<file path="config.mk">
export PLATFORM = sky130hd
export DESIGN_NAME = operand_field_decode
export DESIGN_NICKNAME = d
export VERILOG_FILES = /design/src/operand_decode_pkg.sv /design/src/immediate_extend.sv /design/src/operand_field_decode.sv
export VERILOG_INCLUDE_DIRS = /design/src /design/src/src
export SDC_FILE = /design/constraint.sdc
export NUM_CORES = 1
export LEC_CHECK = 0
export BUFFER_PORTS_ARGS = -buffer_cell sky130_fd_sc_hd__buf_2
export CAP_MARGIN = 20
export CORE_MARGIN = 3
export CORE_UTILIZATION = 25
export CTS_CLUSTER_DIAMETER = 60
export DETAILED_ROUTE_END_ITERATION = 7
export SETUP_SLACK_MARGIN = 0.2
export SLEW_MARGIN = 20
export SYNTH_ARGS = -nofsm -noshare
export SYNTH_HDL_FRONTEND = slang
export SYNTH_SLANG_ARGS = --single-unit
</file>
<file path="constraint.sdc">
create_clock -name clk -period 2.5 [get_ports clk]
set_clock_uncertainty 0.2 [all_clocks]
set_input_delay 0.5 -clock clk [delete_from_list [all_inputs] [get_ports clk]]
set_output_delay 0.5 -clock clk [all_outputs]
set_load 0.005 [all_outputs]
</file>
<file path="src/operand_decode_map.svh">
// offsets of instruction fields, extension figures and reset values
`ifndef OPERAND_DECODE_MAP_SVH
`define OPERAND_DECODE_MAP_SVH
`define OPC_HI 15
`define OPC_LO 12
`define RN_HI 11
`define RN_LO 8
`define RM_HI 7
`define RM_LO 4
`define DISP4_HI 3
`define DISP4_LO 0
`define IMM8_HI 7
`define IMM8_LO 0
`define TRAP_SHIFT 2
`define STEP_BYTE 3'h1
`define STEP_WORD 3'h2
`define STEP_LONG 3'h4
`define IMPLIED_REG 4'h0
`define NOP_WORD 16'h0009
`endif

</file>
<file path="src/operand_decode_pkg.sv">
// types shared by the operand field decoder
package operand_decode_pkg;
  // operand formats handled by the decoder
  typedef enum logic [3:0] {
    fmt_zero,
    fmt_reg_imm,
    fmt_imm_only,
    fmt_store_disp4,
    fmt_load_disp4,
    fmt_mac_word,
    fmt_src_only,
    fmt_dst_only,
    fmt_reg_reg
  } format_type;
  // how the immediate is widened
  typedef enum logic [1:0] {
    ext_zero,
    ext_sign,
    ext_trap
  } ext_mode_type;
  // pointer adjust around the access
  typedef enum logic [1:0] {
    adj_none,
    adj_post_inc,
    adj_pre_dec
  } adjust_type;
  // access size of a memory operand
  typedef enum logic [1:0] {
    size_byte,
    size_word,
    size_long
  } access_size_type;
  // implied operands besides general registers
  typedef enum logic [2:0] {
    imp_none,
    imp_index_reg,
    imp_global_base,
    imp_control_reg,
    imp_accum_pair
  } implied_type;
endpackage

</file>
<file path="src/immediate_extend.sv">
// widens an 8-bit immediate by zero, sign or trap-vector rule
module immediate_extend (
  // immediate and how to widen it
  input wire logic [7:0] imm_raw,
  input wire operand_decode_pkg::ext_mode_type mode,
  // 32-bit operand
  output logic [31:0] imm_ext
);
  import operand_decode_pkg::*;
  `include "operand_decode_map.svh"

  // pick extension; trap vector is a long-word index scaled to bytes
  always_comb begin
    case (mode)
      ext_zero: imm_ext = {24'h000000, imm_raw};
      ext_sign: imm_ext = {{24{imm_raw[7]}}, imm_raw};
      ext_trap: imm_ext = {22'h0, imm_raw, 2'h0};
      default: imm_ext = 32'h00000000;
    endcase
  end
endmodule

</file>
<file path="src/operand_field_decode.sv">
// operand field decoder for the 16-bit instruction word
module operand_field_decode (
  // clock and reset
  input wire logic clk,
  input wire logic reset,
  // fetched instruction and its decode class from the opcode decoder
  input wire logic insn_valid,
  input wire logic [15:0] insn_word,
  input wire operand_decode_pkg::format_type insn_format,
  input wire operand_decode_pkg::ext_mode_type imm_mode,
  input wire operand_decode_pkg::access_size_type mem_size,
  input wire logic from_memory,
  // operand selectors to the datapath
  output logic ops_valid,
  output operand_decode_pkg::format_type ops_format,
  output logic [3:0] src_reg,
  output logic src_reg_used,
  output logic [3:0] dst_reg,
  output logic dst_reg_used,
  output operand_decode_pkg::implied_type src_implied,
  output operand_decode_pkg::implied_type dst_implied,
  output logic [31:0] imm_value,
  output logic [3:0] disp_value,
  output operand_decode_pkg::adjust_type src_adjust,
  output operand_decode_pkg::adjust_type dst_adjust,
  output logic [2:0] adjust_step,
  output logic [15:0] opcode_bits
);
  import operand_decode_pkg::*;
  `include "operand_decode_map.svh"

  typedef struct packed {
    logic valid;
    format_type fmt;
    logic [3:0] src;
    logic src_used;
    logic [3:0] dst;
    logic dst_used;
    implied_type src_imp;
    implied_type dst_imp;
    logic [31:0] imm;
    logic [3:0] disp;
    adjust_type src_adj;
    adjust_type dst_adj;
    logic [2:0] step;
    logic [15:0] opc;
  } state_type;

  state_type state_q;
  state_type state_d;
  logic [31:0] imm_wide;
  logic [3:0] field_n;
  logic [3:0] field_m;
  logic [2:0] size_step;

  // raw fields; no remapping between field and register number
  assign field_n = insn_word[`RN_HI:`RN_LO];
  assign field_m = insn_word[`RM_HI:`RM_LO];

  // widening kept in its own module so trap scaling is shared
  immediate_extend u_ext (
    .imm_raw(insn_word[`IMM8_HI:`IMM8_LO]),
    .mode(imm_mode),
    .imm_ext(imm_wide)
  );

  // pointer step by access size
  always_comb begin
    case (mem_size)
      size_byte: size_step = `STEP_BYTE;
      size_word: size_step = `STEP_WORD;
      size_long: size_step = `STEP_LONG;
      default: size_step = `STEP_LONG;
    endcase
  end

  // next operand selection; invalid words leave a bubble, not stale ops
  always_comb begin
    state_d = '0;
    state_d.valid = insn_valid;
    state_d.fmt = insn_format;
    state_d.opc = insn_word;
    state_d.step = size_step;
    if (insn_valid) begin
      case (insn_format)
        fmt_reg_imm: begin
          state_d.dst = field_n;
          state_d.dst_used = 1'b1;
          state_d.src = field_n;
          state_d.src_used = 1'b1;
          state_d.imm = imm_wide;
        end
        fmt_imm_only: begin
          // trap, logic on index reg, or byte op at index+global base
          state_d.imm = imm_wide;
          if (imm_mode != ext_trap) begin
            state_d.src_imp = imp_index_reg;
            state_d.dst_imp = from_memory ? imp_global_base
                                          : imp_index_reg;
          end
        end
        fmt_store_disp4: begin
          state_d.src_imp = imp_index_reg;
          state_d.dst = field_m;
          state_d.dst_used = 1'b1;
          state_d.disp = insn_word[`DISP4_HI:`DISP4_LO];
        end
        fmt_load_disp4: begin
          state_d.src = field_m;
          state_d.src_used = 1'b1;
          state_d.disp = insn_word[`DISP4_HI:`DISP4_LO];
          state_d.dst_imp = imp_index_reg;
        end
        fmt_mac_word: begin
          // nnnn goes to the destination selector here, beside the accumulator pair
          state_d.src = field_m;
          state_d.src_used = 1'b1;
          state_d.dst = field_n;
          state_d.dst_used = 1'b1;
          state_d.src_adj = adj_post_inc;
          state_d.dst_adj = adj_post_inc;
          state_d.dst_imp = imp_accum_pair;
          state_d.step = `STEP_WORD;
        end
        fmt_src_only: begin
          state_d.src = field_n;
          state_d.src_used = 1'b1;
          state_d.src_adj = from_memory ? adj_post_inc : adj_none;
          state_d.dst_imp = imp_control_reg;
        end
        fmt_dst_only: begin
          state_d.src_imp = imp_control_reg;
          state_d.dst = field_n;
          state_d.dst_used = 1'b1;
          state_d.dst_adj = from_memory ? adj_pre_dec : adj_none;
        end
        fmt_reg_reg: begin
          state_d.src = field_m;
          state_d.src_used = 1'b1;
          state_d.dst = field_n;
          state_d.dst_used = 1'b1;
        end
        default: ;
      endcase
    end
  end

  // one register stage, matching the pipeline decode slot
  always_ff @(posedge clk) begin
    if (reset) begin
      state_q <= '0;
    end else begin
      state_q <= state_d;
    end
  end

  assign ops_valid = state_q.valid;
  assign ops_format = state_q.fmt;
  assign src_reg = state_q.src;
  assign src_reg_used = state_q.src_used;
  assign dst_reg = state_q.dst;
  assign dst_reg_used = state_q.dst_used;
  assign src_implied = state_q.src_imp;
  assign dst_implied = state_q.dst_imp;
  assign imm_value = state_q.imm;
  assign disp_value = state_q.disp;
  assign src_adjust = state_q.src_adj;
  assign dst_adjust = state_q.dst_adj;
  assign adjust_step = state_q.step;
  assign opcode_bits = state_q.opc;

  // checks on the registered operand selectors
  a_reg_imm_fields: assert property (@(posedge clk) disable iff (reset)
    insn_valid && insn_format == fmt_reg_imm |=>
    dst_reg == $past(insn_word[11:8]) && dst_reg_used)
    else $error("reg-imm destination field wrong");
  a_imm_only_src: assert property (@(posedge clk) disable iff (reset)
    insn_valid && insn_format == fmt_imm_only && imm_mode != ext_trap |=>
    src_implied == imp_index_reg && !src_reg_used)
    else $error("imm-only must use index register");
  a_store_disp: assert property (@(posedge clk) disable iff (reset)
    insn_valid && insn_format == fmt_store_disp4 |=>
    dst_reg == $past(insn_word[7:4]) && disp_value == $past(insn_word[3:0])
    && src_implied == imp_index_reg)
    else $error("short store fields wrong");
  a_load_disp: assert property (@(posedge clk) disable iff (reset)
    insn_valid && insn_format == fmt_load_disp4 |=>
    src_reg == $past(insn_word[7:4]) && dst_implied == imp_index_reg)
    else $error("short load fields wrong");
  a_mac_pointers: assert property (@(posedge clk) disable iff (reset)
    insn_valid && insn_format == fmt_mac_word |=>
    src_adjust == adj_post_inc && dst_adjust == adj_post_inc
    && dst_implied == imp_accum_pair && adjust_step == 3'h2)
    else $error("mac pointers wrong");
  a_ctrl_load: assert property (@(posedge clk) disable iff (reset)
    insn_valid && insn_format == fmt_src_only && from_memory |=>
    src_adjust == adj_post_inc && src_reg == $past(insn_word[11:8]))
    else $error("control load addressing wrong");
  a_ctrl_store: assert property (@(posedge clk) disable iff (reset)
    insn_valid && insn_format == fmt_dst_only && from_memory |=>
    dst_adjust == adj_pre_dec && src_implied == imp_control_reg)
    else $error("control store addressing wrong");
  a_zero_extend: assert property (@(posedge clk) disable iff (reset)
    insn_valid && insn_format == fmt_reg_imm && imm_mode == ext_zero |=>
    imm_value[31:8] == 24'h000000)
    else $error("zero extension wrong");
  a_sign_extend: assert property (@(posedge clk) disable iff (reset)
    insn_valid && insn_format == fmt_reg_imm && imm_mode == ext_sign |=>
    imm_value == {{24{$past(insn_word[7])}}, $past(insn_word[7:0])})
    else $error("sign extension wrong");
  a_trap_scale: assert property (@(posedge clk) disable iff (reset)
    insn_valid && insn_format == fmt_imm_only && imm_mode == ext_trap |=>
    imm_value == {22'h0, $past(insn_word[7:0]), 2'h0})
    else $error("trap offset wrong");
  a_step_size: assert property (@(posedge clk) disable iff (reset)
    insn_valid && insn_format == fmt_src_only && mem_size == size_byte |=>
    adjust_step == 3'h1)
    else $error("byte step wrong");
  a_field_direct: assert property (@(posedge clk) disable iff (reset)
    insn_valid && insn_format == fmt_reg_reg |=>
    src_reg == $past(insn_word[7:4]) && dst_reg == $past(insn_word[11:8]))
    else $error("register field remapped");

  c_mac: cover property (@(posedge clk) ops_valid
    && ops_format == fmt_mac_word);
  c_trap: cover property (@(posedge clk) ops_valid
    && ops_format == fmt_imm_only && imm_value[1:0] == 2'h0);
  c_ctrl_store: cover property (@(posedge clk) ops_valid
    && dst_adjust == adj_pre_dec);
endmodule

</file>
==> results.yml, run 1 <==
timing:
  final_hold_viol_count: 0
  min_period_ns: 1.83
  drv_slew: 0
  period_share_pct: 73.0
  rsz0062_at_grt: "false"
  setup_viol: 0
  max_freq_ghz: 0.548
  whs_ns: 0.172
  tns_ns: 0
pwr:
  ir_worst_vdd_mv: 0.228
  power_density_nw_per_um2: 617
  power.switching_w: 0.000379
  combPwrFrac_pct: 9.6
  sw_frac_of_total_pct: 23.8
  p_int_w: 0.00122
  power_frac_seq_pct: 58.1
  p_clk_share_pct: 32.3
  p_leak_nw: 1.27
routing:
  drc_errors: 0
  vias: 1575
  routedWlPerCell_um: 13.4
  initialDrtViolationCount: 25
  wirelength_mm: 5.10
  dr.pass1.iters: 4
  detail_route.vias_per_cell: 4.13
  ant_nets: 0
cells_and_area:
  final_nets: 306
  syn_to_final_growth_pct: 26.7
  diodes: 0
  stdcell_count: 381
  drive_gt1_share_pct: 43.7
  largest_reg_flops: 16
  final_core_util_pct: 33.1
logic_synthesis:
  avgSynthCellArea_sq_um: 10.4
  synth_cell_types: 36
  synth_area_leaders: "dfxtp_1 55%, nor2b_1 9.5%, buf_4 9.2%"
  syn_area_sq_um: 2040
  synth-seq-cells: 56
  synth-seq-area-share_pct: 54.9
  syn_inst: 196
  yosysWarnings: 0
  yosysTopAreaCell: "dfxtp_1"
  synth.top_cell.area_share_pct: 54.9
global_routing:
  antenna_found_initial: 0
  grt_pass1_wl_mm: 7.62
  grt-ovfl-total: 0
  grt_max_degree: 23
  track_usage_pct: 11.1
  grt_pass1_vias: 1477
setup_path:
  worstPathCellList: "buf_2"
  critPathTopFamily: "flip-flops"
  required_ns: 1.80
  crit_type: "flip-flop to primary output"
  cp-end-kind: "primary output"
  cp_slowest_cell: "dfxtp_1"
  cp_num_buf_inv: 1
  max_stage_delay_ns: 0.62
  critical_path.max_fanout: 22
  worstPathArrival_ns: 1.13
  startpoint_type: "flip-flop"
clocking:
  numCtsBuffers: 5
  htreeDepth: 2
  path_clk_slew_ns: 0.10
  cts_sinks: 56
  clockBufferDepth: 2
  cts_hold_repair.buffers: 0
  ctsResizeCount: 0
  root_buffer: "clkbuf_8"
  cts_tree: "done"
  post_cts.repair.setup_buffers: 0
floorplanning:
  rows: 32
  fp.coreArea_sq_um: 7810
  start_util_pct: 26.1
  fp.dieH_um: 96.4
  ios: 108
  fp.dieW_um: 96.4
  dieArea_sq_um: 9280
placement:
  io_buffers: 105
  placed_cells: 373
  hpwl_mm: 4.00
  place_congestion: 0.789
flow_run:
  drv_cap: 0
hold_path:
  hold_path.class: "primary input to flip-flop"
run_status:
  status: "completed"
## cell usage in the layout (no fill, tap or decap), types with 2 or more instances in the layout
| master | n |
|---|---|
| nor3_1 | 4 |
| buf_2 | 105 |
| o21ai_0 | 2 |
| nor2b_1 | 31 |
| buf_4 | 3 |
| nor4_1 | 2 |
| and2_1 | 4 |
| conb_1 | 2 |
| nand2_1 | 3 |
| nor2_1 | 11 |
| a21oi_1 | 11 |
| a32o_1 | 8 |
| nand2b_1 | 6 |
| dfxtp_1 | 56 |
| inv_1 | 3 |
| clkbuf_8 | 6 |
| nor3b_1 | 3 |
## cell usage after synthesis
cell and instances:
nor4b_2 1, o21ai_0 2, buf_2 2, a21boi_1 1, and3_1 1, nand3b_1 1
dfxtp_1 56, a211oi_4 1, nor3b_1 3, clkbuf_1 3, nor2b_1 31, buf_1 3
nand3_1 1, and3b_1 1, o21ai_1 1, mux2_2 1, nor4b_1 1, nor2_1 11
a22oi_1 1, inv_1 3, o311a_1 1, nand2_1 3, nand2b_1 6, a31oi_1 1
buf_4 25, nor3_1 4, a21oi_1 11, o22ai_2 1, conb_1 1, or3b_4 1
and2_1 4, nor3b_2 1, nor4_1 2, or3b_1 1, a32o_1 8, buf_6 1
## cells by family after synthesis
kind of cell	after synthesis	share of synthesized area (%)
multiplexers	1	0.552
flip-flops	56	54.9
buffers and inverters	37	11.9
AO/OA/AOI/OAI	28	10.5
other	1	0.184
AND/OR/NAND/NOR	73	21.9
## power groups by stage
stage / Sequential [W] / Clock (W) / Combinational, W
after floorplan: 0.000952 / 0 / 0.0000781
after global placement: 0.000948 / 0 / 0.000154
after detailed placement: 0.000948 / 0 / 0.000155
after CTS: 0.000927 / 0.000541 / 0.000156
after global routing: 0.000930 / 0.000580 / 0.000173
final: 0.000926 / 0.000516 / 0.000153
## routing by layer
layer  global-route usage, %  up-vias  wire (um)
met5                       0        -          0
met4                    4.32        0         77
met3                    2.66        7        413
met2                    17.7       73       2400
met1                    14.3      709       2210
li1                        -      786          -
## through the flow
stage                     power (W)  instance area, sq um  setup WS (ns)
after detailed placement    0.00110                  2490          0.647
after global routing        0.00168                  2580          0.459
after floorplan             0.00103                  2040          0.829
after CTS                   0.00162                  2580          0.625
final                       0.00159                  2580          0.675
after global placement      0.00110                  2490          0.680
## final timing paths
kind | from | to | slack, ns | cells past startpoint
hold / removal | mem_size[0] | adjust_step[0]$_SDFF_PP0_ | 0.17 | 2
setup / recovery | imm_value[30]$_SDFF_PP0_ | imm_value[24] | 0.67 | 1
## final cells by class
cell class	instances	area [sq um]
Clock buffer	6	82.6
Tap cell	102	128
Sequential cell	56	1120
Multi-Input combinational cell	104	681
Fill cell	843	5220
Timing Repair Buffer	108	548
Inverter	3	11.3
Clock inverter	2	13.8
No activity file was read; power rests on OpenSTA's default activity.
==> run 2: changes to the inputs <==
Clock period 2.5 ns to 1.6 ns, I/O delays scaled along.
==> results.yml, run 2 (synthesized netlist as in run 1, its figures left out) <==
timing:
  slew_headroom_pct: 64.1
  drv_slew: 0
  final_hold_viol_count: 0
  setup_viol: 0
  max_freq_ghz: 0.703
  min_period_ns: 1.42
  rsz0062_at_grt: "true"
  period_share_pct: 88.9
  tns_ns: 0
  worst_pin_slew_ns: 0.538
floorplanning:
  rows: 32
  dieArea_sq_um: 9280
  fp.coreArea_sq_um: 7810
  fp.dieW_um: 96.4
  fp.dieH_um: 96.4
  start_util_pct: 26.1
  ios: 108
pwr:
  power_density_nw_per_um2: 923
  combPwrFrac_pct: 10.5
  power.switching_w: 0.000578
  p_clk_share_pct: 31.6
  p_leak_nw: 1.33
  ir_worst_vdd_mv: 0.327
  power_frac_seq_pct: 58.0
  sw_frac_of_total_pct: 23.2
  p_int_w: 0.00192
clocking:
  numCtsBuffers: 5
  cts_tree: "done"
  clockBufferDepth: 2
  htreeDepth: 2
  path_clk_slew_ns: 0.09
  cts_sinks: 56
  root_buffer: "clkbuf_8"
global_routing:
  grt_pass1_vias: 1530
  grt_pass1_wl_mm: 7.59
  antenna_found_initial: 0
  grt_max_degree: 23
  track_usage_pct: 10.8
  grt-ovfl-total: 0
setup_path:
  required_ns: 1.08
  cp-end-kind: "primary output"
  crit_type: "flip-flop to primary output"
  worstPathArrival_ns: 0.90
  critical_path.max_fanout: 11
  startpoint_type: "flip-flop"
cells_and_area:
  syn_to_final_growth_pct: 32.4
  largest_reg_flops: 16
  final_common_cell: "buf_2"
  diodes: 0
  most-common-layout-cells: "105 x buf_2, 55 x dfxtp_1, 31 x nor2b_1"
  final_nets: 320
  drive_gt1_share_pct: 45.7
  final_core_util_pct: 34.6
routing:
  dr.pass1.iters: 4
  wirelength_mm: 5.17
  routedWlPerCell_um: 13.1
  drc_errors: 0
  initialDrtViolationCount: 20
  detail_route.vias_per_cell: 4.14
  vias: 1637
  ant_nets: 0
run_status:
  status: "completed"
placement:
  io_buffers: 105
  place_congestion: 0.779
  hpwl_mm: 4.01
hold_path:
  hold_path.class: "primary input to flip-flop"
flow_run:
  drv_cap: 0
==> run 2: changes by cell type in the layout (fill, tap and decap cells not counted), sizes merged <==
cell         previous run  this run
inv                     4         3
buf                   108       120
clkinv                  1         0
dlygate4sd3             0         2
clkbuf                  6         8
==> run 2: stage by stage <==
| stage | cells | cell area (sq um) | hold WS (ns) | power, W | setup WS, ns |
|---|---|---|---|---|---|
| after global routing | 395 | 2700 | 0.0106 | 0.00263 | 0.121 |
| after CTS | 393 | 2680 | 0.00258 | 0.00254 | 0.170 |
| final | 395 | 2700 | 0.0234 | 0.00249 | 0.177 |
| after global placement | 383 | 2570 | 0.300 | 0.00174 | -0.0121 |
| after floorplan | 197 | 2060 | 0.197 | 0.00161 | 0.115 |
| after detailed placement | 383 | 2570 | 0.306 | 0.00174 | -0.000954 |
==> run 2: power groups by stage <==
stage	clock network [W]	registers [W]	logic, W
after floorplan	0	0.00149	0.000125
after detailed placement	0	0.00148	0.000261
after global routing	0.000887	0.00145	0.000294
after global placement	0	0.00148	0.000258
final	0.000787	0.00145	0.000261
after CTS	0.000828	0.00145	0.000265
==> run 2: final timing paths <==
path,from,end,slack (ns),depth (start not counted)
max,imm_value[30]$_SDFF_PP0_,imm_value[14],0.18,2
min,insn_word[12],opcode_bits[12]$_SDFF_PP0_,0.02,2
==> run 2: final cells by class <==
cell class              instances  area, sq um
fillers                       839         5100
repair buffers                122          666
multi-input cells             104          683
flip-flops and latches         56         1120
clock buffers                   8         90.1
inverters                       3         11.3
well taps                     102          128
==> run 2: what timing repair did <==
item                       CTS  global route
setup buffers                0             2
hold endpoints to repair     1             0
pin swaps                    0             0
setup endpoints to repair   22            22
hold buffers                 2             0
resized for setup            2             3
==> run 2: metal layers <==
metal | track usage (%) | wire length (um) | vias to the layer above
met4 | 3.27 | 51 | 0
met2 | 17.2 | 2300 | 81
met1 | 13.1 | 2240 | 730
met3 | 4.93 | 579 | 6
met5 | 0 | 0 | -
li1 | - | - | 820
==> run 2: critical path, cell delays in order, from the launching register on <==
cell and delay [ns]:
dfxtp_4 0.36, buf_6 0.13, buf_2 0.12
==> run 3: changes to the inputs <==
Settings changed: ABC_AREA set to 1, REMOVE_ABC_BUFFERS set to 1.
==> results.yml, run 3 <==
logic_synthesis:
  yosysMostFrequentCell: "dfxtp_1"
  synth-seq-cells: 56
  synth_edf_count: 0
  syn_area_sq_um: 2090
  yosysTopAreaCell: "dfxtp_1"
  avgSynthCellArea_sq_um: 8.67
  synth-async-reset-ratio_pct: 0
  syn_inst: 241
  synth_top_flop_cell: "dfxtp_1"
  synth_area_leaders: "dfxtp_1 54%, buf_4 8.6%, nand2_1 7.9%"
  synth_cell_types: 23
  synth.top_cells.by_count: "56 x dfxtp_1, 44 x nand2_1, 34 x nor2_1"
  synth.top_cell.area_share_pct: 53.7
  yosysWarnings: 0
  synth-seq-area-share_pct: 53.7
global_routing:
  grt_max_degree: 23
  grt-ovfl-total: 0
  grt_pass1_wl_mm: 8.38
  track_usage_pct: 10.8
  antenna_found_initial: 0
  grt_pass1_vias: 1701
timing:
  setup_viol: 0
  tns_ns: 0
  drv_slew: 0
  min_period_ns: 1.40
  period_share_pct: 87.5
  rsz0062_at_grt: "true"
  final_hold_viol_count: 0
  max_freq_ghz: 0.714
floorplanning:
  rows: 32
  fp.dieW_um: 97.4
  ios: 108
  start_util_pct: 26.4
  fp.dieH_um: 97.4
  fp.coreArea_sq_um: 7930
  dieArea_sq_um: 9490
setup_path:
  required_ns: 1.08
  cp-end-kind: "primary output"
  crit_type: "flip-flop to primary output"
  cp_num_buf_inv: 1
  cp_slowest_cell: "dfxtp_4"
  worstPathCellList: "buf_2"
  worstPathArrival_ns: 0.88
  critical_path.max_fanout: 22
  max_stage_delay_ns: 0.44
  cp.depth: 1
  critPathTopFamily: "flip-flops"
  startpoint_type: "flip-flop"
routing:
  initialDrtViolationCount: 18
  detail_route.vias_per_cell: 3.85
  ant_nets: 0
  drc_errors: 0
  wirelength_mm: 5.09
  dr.pass1.iters: 4
  routedWlPerCell_um: 11.7
  vias: 1670
clocking:
  htreeDepth: 2
  cts_sinks: 56
  post_cts.repair.setup_buffers: 0
  path_clk_slew_ns: 0.10
  root_buffer: "clkbuf_8"
  numCtsBuffers: 5
  cts_tree: "done"
  clockBufferDepth: 2
cells_and_area:
  most-common-layout-cells: "105 x buf_2, 55 x dfxtp_1, 44 x nand2_1"
  final_common_cell: "buf_2"
  diodes: 0
  final_core_util_pct: 33.9
  fill_cells: 859
  largest_reg_flops: 16
  syn_to_final_growth_pct: 28.4
  final_nets: 359
  drive_gt1_share_pct: 45.2
  postLayoutCellArea_sq_um: 2680
pwr:
  power_density_nw_per_um2: 937
  p_leak_nw: 1.44
  ir_worst_vdd_mv: 0.371
  finalPower_w: 0.00251
hold_path:
  hold_depth: 3
  hold_start: "insn_word[14]"
  hold_path.class: "primary input to flip-flop"
  hold_end: "opcode_bits[14]$_SDFF_PP0_"
placement:
  hpwl_mm: 3.99
  io_buffers: 105
  place_area_sq_um: 2580
  place_congestion: 0.749
flow_run:
  drv_cap: 0
run_status:
  status: "completed"
run 3: layout make-up:
type | instances | area, sq um | area share [%]
Inverter | 34 | 128 | 4.76
Timing Repair Buffer | 109 | 558 | 20.8
Sequential cell | 56 | 1120 | 41.9
Multi-Input combinational cell | 125 | 652 | 24.3
Clock inverter | 3 | 25.0 | 0.932
Tap cell | 102 | 128 | 4.76
Clock buffer | 5 | 68.8 | 2.56
run 3: through the flow:
stage / hold WS [ns] / setup WS [ns] / cells
after floorplan: 0.189 / 0.107 / 215
after global placement: 0.323 / 0.120 / 425
after detailed placement: 0.332 / 0.108 / 425
after CTS: 0.00231 / 0.183 / 434
after global routing: 0.0163 / 0.133 / 434
final: 0.0161 / 0.200 / 434
run 3: metal layers:
metal / global-route usage [%] / wire length, um / share of wire [%] / vias up
met2: 18.8 / 2540 / 50 / 48
met5: 0 / 0 / 0 / -
met3: 2.30 / 277 / 5.4 / 4
met4: 3.94 / 65 / 1.3 / 0
met1: 12.9 / 2210 / 43 / 741
li1: - / - / - / 877
run 3: cells by family after synthesis:
logic type	count (synthesis)	share of synthesized area, %
DFF	56	53.7
buffers and inverters	61	15.3
other	1	0.179
AOI/OAI and AO/OA	22	7.72
and+or+nand+nor	101	23.1
run 3: power breakdown:
group	switching [W]	leakage, nW	total (W)	internal (W)
clock	0.000491	0.0452	0.000812	0.000321
sequential	0.0000101	0.459	0.00145	0.00144
combinational	0.000157	0.939	0.000256	0.0000984
total	0.000659	1.44	0.00251	0.00185
run 3: worst max path at each step:
stage | endpoint | from | slack [ns]
CTS | imm_value[25] | imm_value[30]$_SDFF_PP0_ | 0.18
global route | imm_value[24] | imm_value[30]$_SDFF_PP0_ | 0.13
floorplan | imm_value[10] | imm_value[30]$_SDFF_PP0_ | 0.11
finish | imm_value[29] | imm_value[30]$_SDFF_PP0_ | 0.20
detailed placement | imm_value[8]$_SDFF_PP0_ | insn_format[2] | 0.11
global placement | imm_value[8]$_SDFF_PP0_ | insn_format[2] | 0.12
run 3: timing repair:
| action | CTS | global route |
|---|---|---|
| hold endpoints to repair | 1 | 0 |
| gates resized for setup | 2 | 0 |
| hold buffers | 1 | 0 |
| endpoints found under the setup margin | 22 | 22 |
